**src/power_sleep_pkg.sv**
```systemverilog
package power_sleep_pkg;

    // register map, byte addresses on the bus
    localparam logic [7:0] PCR_OFS = 8'h00;
    localparam logic [7:0] STAT_OFS = 8'h04;

    // power control register fields
    localparam int unsigned IDLE_BIT = 0;
    localparam int unsigned SLEEP_BIT = 1;
    localparam int unsigned UF0_BIT = 2;
    localparam int unsigned UF1_BIT = 3;
    localparam int unsigned POF_BIT = 4;
    localparam int unsigned PCR_W = 5;
    localparam logic [4:0] PCR_RST = 5'h10;

    // status register fields
    localparam int unsigned ST_IDLE_BIT = 0;
    localparam int unsigned ST_SLEEP_BIT = 1;
    localparam int unsigned ST_OSC_BIT = 2;
    localparam int unsigned ST_SUPPLY_BIT = 3;
    localparam int unsigned ST_WAKE_BIT = 4;

    // delays in clk_i clock periods
    localparam int unsigned CNT_W = 11;
    localparam int unsigned RST_DELAY_CLKS = 1024;
    localparam int unsigned KBD_WAKE_CLKS = 1024;
    localparam logic [10:0] RST_LAST = 11'(RST_DELAY_CLKS - 1);
    localparam logic [10:0] KBD_LAST = 11'(KBD_WAKE_CLKS - 1);

    typedef enum logic [2:0] {
        ST_RESET,
        ST_RUN,
        ST_IDLE,
        ST_PDOWN,
        ST_PD_WAKE,
        ST_KBD_WAIT
    } mode_t;

endpackage

```
**src/power_sleep_ctrl.sv**
```systemverilog
// Chosen here: the register addresses and register access over Wishbone.
`timescale 1ns/1ps

module power_sleep_ctrl
    import power_sleep_pkg::*;
(
    input wire logic clk_i,
    input wire logic sys_rst_i,
    input wire logic wb_cyc_i,
    input wire logic wb_stb_i,
    input wire logic wb_we_i,
    input wire logic [7:0] wb_adr_i,
    input wire logic [3:0] wb_sel_i,
    input wire logic [31:0] wb_dat_i,
    output logic [31:0] wb_dat_o,
    output logic wb_ack_o,
    input wire logic supply_monitor_ok_i,
    input wire logic oscillator_input_i,
    input wire logic reset_pin_i,
    input wire logic external_irq_zero_n_i,
    input wire logic external_irq_one_n_i,
    input wire logic irq_zero_en_i,
    input wire logic irq_one_en_i,
    input wire logic kbd_irq_i,
    input wire logic kbd_en_i,
    input wire logic usb_irq_i,
    input wire logic usb_en_i,
    input wire logic irq_pending_i,
    input wire logic ext_prog_mem_i,
    input wire logic core_ale_i,
    input wire logic core_fetch_strobe_i,
    input wire logic [7:0] core_port0_i,
    input wire logic [7:0] core_port0_oe_i,
    input wire logic [7:0] core_port2_i,
    input wire logic [7:0] core_addr_hi_i,
    output logic int_rst_o,
    output logic cpu_clk_en_o,
    output logic periph_clk_en_o,
    output logic osc_run_o,
    output logic ale_o,
    output logic program_fetch_strobe_o,
    output logic [7:0] port0_o,
    output logic [7:0] port0_oe_o,
    output logic [7:0] port2_o
);

    ////////////////////////////////////////////////////////////////////////

    typedef struct packed {
        mode_t mode;
        logic [10:0] cnt;
        logic rst;
        logic sup1;
        logic sup2;
        logic osc1;
        logic osc2;
        logic pin1;
        logic pin2;
        logic ia1;
        logic ia2;
        logic ib1;
        logic ib2;
        logic seen_hi;
        logic seen_lo;
        logic lo0;
        logic lo1;
        logic woke;
        logic [4:0] pcr;
        logic [7:0] p0_hold;
        logic [7:0] p2_hold;
        logic ack;
        logic [31:0] dat;
        logic cpu_en;
        logic per_en;
        logic osc_run;
        logic ale;
        logic program_fetch_strobe;
        logic [7:0] p0;
        logic [7:0] p0_oe;
        logic [7:0] p2;
    } state_t;

    localparam state_t RST_STATE = '{
        mode: ST_RESET,
        rst: 1'b1,
        pcr: PCR_RST,
        per_en: 1'b1,
        osc_run: 1'b1,
        default: '0
    };

    state_t q;
    state_t n;
    logic req;
    logic wake0;
    logic wake1;
    logic held;

    ////////////////////////////////////////////////////////////////////////

    always_comb begin
        n = q;
        // two-stage synchronisers for pins
        n.sup1 = supply_monitor_ok_i;
        n.sup2 = q.sup1;
        n.osc1 = oscillator_input_i;
        n.osc2 = q.osc1;
        n.pin1 = reset_pin_i;
        n.pin2 = q.pin1;
        n.ia1 = external_irq_zero_n_i;
        n.ia2 = q.ia1;
        n.ib1 = external_irq_one_n_i;
        n.ib2 = q.ib1;

        // bus slave: ack one cycle after request, write lands at ack edge
        req = wb_cyc_i & wb_stb_i;
        n.ack = req & ~q.ack;
        if (req && !q.ack) begin
            n.dat = '0;
            if (wb_adr_i == PCR_OFS) begin
                n.dat[PCR_W-1:0] = q.pcr;
            end else if (wb_adr_i == STAT_OFS) begin
                n.dat[ST_IDLE_BIT] = (q.mode == ST_IDLE);
                n.dat[ST_SLEEP_BIT] = (q.mode == ST_PDOWN) |
                    (q.mode == ST_PD_WAKE) | (q.mode == ST_KBD_WAIT);
                n.dat[ST_OSC_BIT] = q.osc_run;
                n.dat[ST_SUPPLY_BIT] = q.sup2;
                n.dat[ST_WAKE_BIT] = q.woke;
            end
        end
        // flags plain software bits, register write
        if (req && q.ack && wb_we_i && wb_sel_i[0] && !q.rst &&
            wb_adr_i == PCR_OFS) begin
            n.pcr = wb_dat_i[PCR_W-1:0];
        end

        wake0 = irq_zero_en_i & ~q.ia2;
        wake1 = irq_one_en_i & ~q.ib2;

        unique case (q.mode)
            ST_RESET: begin
                n.seen_hi = q.seen_hi | q.osc2;
                n.seen_lo = q.seen_lo | ~q.osc2;
                if (q.seen_hi && q.seen_lo) begin
                    if (q.cnt == RST_LAST) begin
                        // clocked release: all logic leaves reset together
                        n.rst = 1'b0;
                        n.mode = ST_RUN;
                        n.cnt = '0;
                    end else begin
                        n.cnt = q.cnt + 11'h001;
                    end
                end
            end
            ST_RUN: begin
                n.woke = 1'b0;
                if (q.pcr[SLEEP_BIT]) begin
                    n.mode = ST_PDOWN;
                    n.p0_hold = core_port0_i;
                    n.p2_hold = core_port2_i;
                end else if (q.pcr[IDLE_BIT]) begin
                    n.mode = ST_IDLE;
                    n.p0_hold = core_port0_i;
                    n.p2_hold = core_port2_i;
                end
            end
            ST_IDLE: begin
                if (irq_pending_i) begin
                    n.pcr[IDLE_BIT] = 1'b0;
                    n.mode = ST_RUN;
                end
            end
            ST_PDOWN: begin
                // only these sources, besides supply loss or the reset pin, end power-down
                if (wake0 || wake1) begin
                    n.mode = ST_PD_WAKE;
                    n.lo0 = wake0;
                    n.lo1 = wake1;
                end else if (kbd_en_i && kbd_irq_i) begin
                    n.mode = ST_KBD_WAIT;
                    n.cnt = '0;
                end else if (usb_en_i && usb_irq_i) begin
                    n.mode = ST_RUN;
                    n.pcr[IDLE_BIT] = 1'b0;
                    n.pcr[SLEEP_BIT] = 1'b0;
                    n.woke = 1'b1;
                end
            end
            ST_PD_WAKE: begin
                n.lo0 = q.lo0 | wake0;
                n.lo1 = q.lo1 | wake1;
                // first released input completes the exit
                if ((q.lo0 && q.ia2) || (q.lo1 && q.ib2)) begin
                    n.mode = ST_RUN;
                    n.pcr[IDLE_BIT] = 1'b0;
                    n.pcr[SLEEP_BIT] = 1'b0;
                    n.lo0 = 1'b0;
                    n.lo1 = 1'b0;
                    n.woke = 1'b1;
                end
            end
            ST_KBD_WAIT: begin
                if (q.cnt == KBD_LAST) begin
                    n.mode = ST_RUN;
                    n.cnt = '0;
                    n.pcr[IDLE_BIT] = 1'b0;
                    n.pcr[SLEEP_BIT] = 1'b0;
                    n.woke = 1'b1;
                end else begin
                    n.cnt = q.cnt + 11'h001;
                end
            end
        endcase

        // supply loss or reset pin override everything at once and restart the delay count
        if (!q.sup2 || q.pin2) begin
            n.mode = ST_RESET;
            n.rst = 1'b1;
            n.cnt = '0;
            n.seen_hi = 1'b0;
            n.seen_lo = 1'b0;
            n.lo0 = 1'b0;
            n.lo1 = 1'b0;
            n.woke = 1'b0;
        end
        if (n.rst) begin
            // power-off flag survives; power application or a software write sets it
            n.pcr[SLEEP_BIT] = 1'b0;
            n.pcr[IDLE_BIT] = 1'b0;
            n.pcr[UF0_BIT] = 1'b0;
            n.pcr[UF1_BIT] = 1'b0;
        end

        // pin and clock outputs follow the next mode so they flop in step
        held = (n.mode != ST_RUN) && (n.mode != ST_RESET);
        n.cpu_en = (n.mode == ST_RUN) && !n.rst;
        n.per_en = (n.mode == ST_RUN) || (n.mode == ST_IDLE) ||
            (n.mode == ST_RESET);
        n.osc_run = (n.mode != ST_PDOWN);
        if (n.mode == ST_IDLE) begin
            n.ale = 1'b1;
            n.program_fetch_strobe = 1'b1;
        end else if (held) begin
            n.ale = 1'b0;
            n.program_fetch_strobe = 1'b0;
        end else begin
            n.ale = core_ale_i;
            n.program_fetch_strobe = core_fetch_strobe_i;
        end
        if (!held) begin
            n.p0 = core_port0_i;
            n.p0_oe = core_port0_oe_i;
            n.p2 = core_port2_i;
        end else if (ext_prog_mem_i) begin
            n.p0 = '0;
            n.p0_oe = '0;
            n.p2 = (n.mode == ST_IDLE) ? core_addr_hi_i : n.p2_hold;
        end else begin
            // open-drain style hold: a one must not fight the bus
            n.p0 = '0;
            n.p0_oe = ~n.p0_hold;
            n.p2 = n.p2_hold;
        end
    end

    always_ff @(posedge clk_i) begin
        if (sys_rst_i) begin
            q <= RST_STATE;
        end else begin
            q <= n;
        end
    end

    assign wb_ack_o = q.ack;
    assign wb_dat_o = q.dat;
    assign int_rst_o = q.rst;
    assign cpu_clk_en_o = q.cpu_en;
    assign periph_clk_en_o = q.per_en;
    assign osc_run_o = q.osc_run;
    assign ale_o = q.ale;
    assign program_fetch_strobe_o = q.program_fetch_strobe;
    assign port0_o = q.p0;
    assign port0_oe_o = q.p0_oe;
    assign port2_o = q.p2;
endmodule

```
**config.mk**
```make
export PLATFORM = sky130hd
export DESIGN_NAME = power_sleep_ctrl
export DESIGN_NICKNAME = d
export VERILOG_FILES = /design/src/power_sleep_pkg.sv /design/src/power_sleep_ctrl.sv
export SDC_FILE = /design/constraint.sdc
export NUM_CORES = 1
export LEC_CHECK = 0
export BUFFER_PORTS_ARGS = -buffer_cell sky130_fd_sc_hd__buf_2
export CAP_MARGIN = 20
export CORE_MARGIN = 3
export CORE_UTILIZATION = 25
export CTS_BUF_LIST = sky130_fd_sc_hd__clkbuf_2 sky130_fd_sc_hd__clkbuf_4 sky130_fd_sc_hd__clkbuf_8
export DETAILED_ROUTE_END_ITERATION = 12
export GPL_ROUTABILITY_DRIVEN = 0
export GPL_TIMING_DRIVEN = 0
export SLEW_MARGIN = 20
export SYNTH_ARGS = -nofsm -noshare
export SYNTH_HDL_FRONTEND = slang
export SYNTH_SLANG_ARGS = --single-unit
```
**constraint.sdc**
```tcl
create_clock -name clk_i -period 3 [get_ports clk_i]
set_input_delay 0.15 -clock clk_i [delete_from_list [all_inputs] [get_ports clk_i]]
set_output_delay 0.15 -clock clk_i [all_outputs]
set_load 0.02 [all_outputs]
```
==> flow_summary_export.csv <==
group,metric,value,unit
outcome,outcome,"completed",
worst_hold_path,hold_class,"input port to flip-flop",
clock_network,cts_resized,0,
synth,netlist_area,3960,um2
setup_path,cp_max_fo,10,
route,drcViolationCount,0,
global_routing,grt_pass1_wl,15800,um
setup_path,cp.arrival,2850,ps
clock_network,cts_tree,"built",
route,first_pass_iters,4,
power_and_ir_drop,power.net_switching,562,uW
power_and_ir_drop,vdd_drop_max,0.243,mV
global_routing,grt_start_max_net_pins,15,
global_routing,grt_pass1_vias,3196,
die,io_pins,159,
global_routing,grt_busiest_layer,"met2",
synth,yosysUniqueCellTypes,58,
die,die-width,132,um
setup_path,cp-end-kind,"flip-flop",
setup_path,startpoint_type,"flip-flop",
final_layout,drive_gt1_share,33.6,%
placed_design,io_buffers,100,
route,drtIter0Drc,156,
final_layout,fillers,1632,
power_and_ir_drop,p_leak,0.00218,uW
global_routing,met1_usage,13.9,%
synth,synth_sequential_area_ratio,43.5,%
clock_network,cts.clk_slew.worst_paths,90,ps
synth,syn_avg_cell_area,9.04,um2
die,initial_core_util,25.8,%
synth,synth_edf_count,0,
global_routing,grtUsageMet3,2.63,%
synth,async_reset_ff_share,0,%
timing,period_minus_slack,2560,ps
global_routing,grt_overflow,0,
die,num_rows,45,
timing,finalCritPeriodShare,85.4,%
clock_network,post_cts_buffers,0,
timing,finalHoldViolations,0,
route,vias,3316,
die,dieHeight,132,um
clock_network,numCtsBuffers,9,
synth,ys.flop_type,"dfxtp_1",
setup_path,worstRegToRegCells,9,
timing,finClkSkew,5.62,ps
route,ant_nets,0,
timing,holdWs,13.2,ps
power_and_ir_drop,p_clk_share,39.8,%
route,routedWlPerCell,12.3,um
clock_network,clk_path_buf_depth,2,
job,cap_viol_max_count,0,
power_and_ir_drop,p_seq_share,49.8,%
power_and_ir_drop,p_int,1800,uW
synth,synth_seq_cells,86,
power_and_ir_drop,p_sw_share,23.8,%
route,wirelength,9790,um
synth,netlist_instances,438,
route,vias_per_cell,4.16,
timing,clock.fmax,390,MHz
timing,report.final.slew_viol_count,0,
global_routing,antenna_found_initial,0,
final_layout,post-route-util,33.3,%
synth,synth_warnings,0,
final_layout,antenna_cells,0,
timing,rsz0062_at_grt,"no",
timing,setup_tns,0,ps
die,coreArea,15400,um2
clock_network,clockRootBuffer,"clkbuf_8",
setup_path,crit_type,"flip-flop to flip-flop",
clock_network,htreeDepth,3,
final_layout,area_growth,29.4,%
clock_network,insertion_delay,360,ps
clock_network,clock-sinks,86,
timing,slew_headroom,55.0,%
setup_path,crit_required,3290,ps
power_and_ir_drop,p_per_area,460,nW/um2
timing,setup_viol,0,
power_and_ir_drop,p_comb_share,10.3,%
timing,tightestPinTransition,671,ps
die,design.die.area,17400,um2
worst_hold_path,holdPathStages,2,
global_routing,gr-usage-all-layers,11.1,%
placed_design,place_hpwl,7500,um
final_layout,num-nets-final,679,
global_routing,grtUsageMet2,19.0,%
routing by layer:
metal | vias up | part of all wire, % | wire [um]
met2 | 89 | 46 | 4510
met5 | - | 0 | 0
met3 | 12 | 4.8 | 473
met1 | 1487 | 48 | 4670
met4 | 0 | 1.4 | 136
li1 | 1728 | - | -
layout make-up:
type                    instances  area (um2)  share of cell area, %
plain buffers                  74         520                   10.2
well taps                     211         264                   5.15
clock inverters                 5        81.3                   1.59
repair buffers                107         571                   11.1
flip-flops and latches         86        1720                   33.6
multi-input cells             299        1800                   35.1
clock buffers                  11         151                   2.95
inverters                       5        18.8                  0.366
worst paths after layout:
kind | start | end | slack (ps)
setup reg to reg | q[99] | port0_oe_o[6] | 440
hold / removal | oscillator_input_i | n[94] | 10
hold reg to reg | n[96] | q[96] | 440
setup / recovery | q[99] | port0_oe_o[6] | 440
power groups by stage:
stage	registers (uW)	clock network, uW	logic [uW]
after floorplan	1200	0	155
final	1170	939	243
after global routing	1180	1010	267
after global placement	1200	0	238
after detailed placement	1200	0	239
after CTS	1180	965	245
cells by family after synthesis:
kind of cell	count (synthesis)	synth area share (%)
other	1	0.0947
AO/OA/AOI/OAI	82	14.3
AND/OR/NAND/NOR	166	22.5
adder cells (fa/ha/maj)	1	0.316
buffers and inverters	79	13.6
XOR/XNOR	7	1.55
flip-flops	86	43.5
multiplexers	16	4.14
flip-flops by register name (all words and copies together) (netlist names):
signal                  flops
q                          45
port0_o                     8
port0_oe_o                  8
port2_o                     8
n                           5
wb_dat_o                    5
ale_o                       1
cpu_clk_en_o                1
int_rst_o                   1
osc_run_o                   1
periph_clk_en_o             1
program_fetch_strobe_o      1
wb_ack_o                    1
critical path, cell delays in order (launching register included):
cell       delay (ps)
dfxtp_1           340
ha_1              270
nand4b_1          180
nor3_2             60
a211oi_1          500
a2111oi_4         150
a21oi_2           390
buf_2             330
nand3_1           120
a21oi_1           150
synth_stat cells, types with 4 or more instances:
library cell,count,share of area [%]
nand2_1,50,4.7
nor2b_1,15,2.4
mux2i_1,13,3.3
inv_1,5,0.47
buf_4,56,11
nand2b_1,6,0.95
nand4_1,4,0.63
or3_1,4,0.63
o2bb2ai_1,7,1.5
xnor2_1,4,0.88
dfxtp_1,86,43
nand3_1,20,2.5
o21ai_0,11,1.4
nor2_1,28,2.7
nor3_1,7,0.88
buf_2,5,0.63
a21oi_1,33,4.2
nor3b_1,8,1.5
a22oi_1,9,1.7
clkbuf_1,9,0.85
metrics by stage:
step,cell area (um2),instances,power [uW],setup slack [ps]
floorplan,4060,464,1360,821
global placement,4820,775,1440,451
detailed placement,4820,775,1440,441
CTS,5110,797,2390,422
global route,5120,798,2460,250
finish,5120,798,2360,439
layout by cell type (no fill, tap or decap), types with 7 or more instances in the layout:
master / synthesis / final
nor3_1: 7 / 7
buf_4: 56 / 56
o21ai_0: 11 / 11
nand3_1: 20 / 20
clkbuf_8: 0 / 11
o2bb2ai_1: 7 / 7
conb_1: 1 / 27
nor2b_1: 15 / 15
a22oi_1: 9 / 9
nor3b_1: 8 / 8
mux2i_1: 13 / 13
clkbuf_1: 9 / 9
nor2_1: 28 / 28
nand2_1: 50 / 50
buf_2: 5 / 105
dfxtp_1: 86 / 86
dlygate4sd3_1: 0 / 7
a21oi_1: 33 / 33
timing repair:
action                                 in CTS  in global routing
hold buffers                                6                  1
setup endpoints to repair                   0                  0
endpoints found under the hold margin       6                  1
Power figures use the tool's default switching activity.
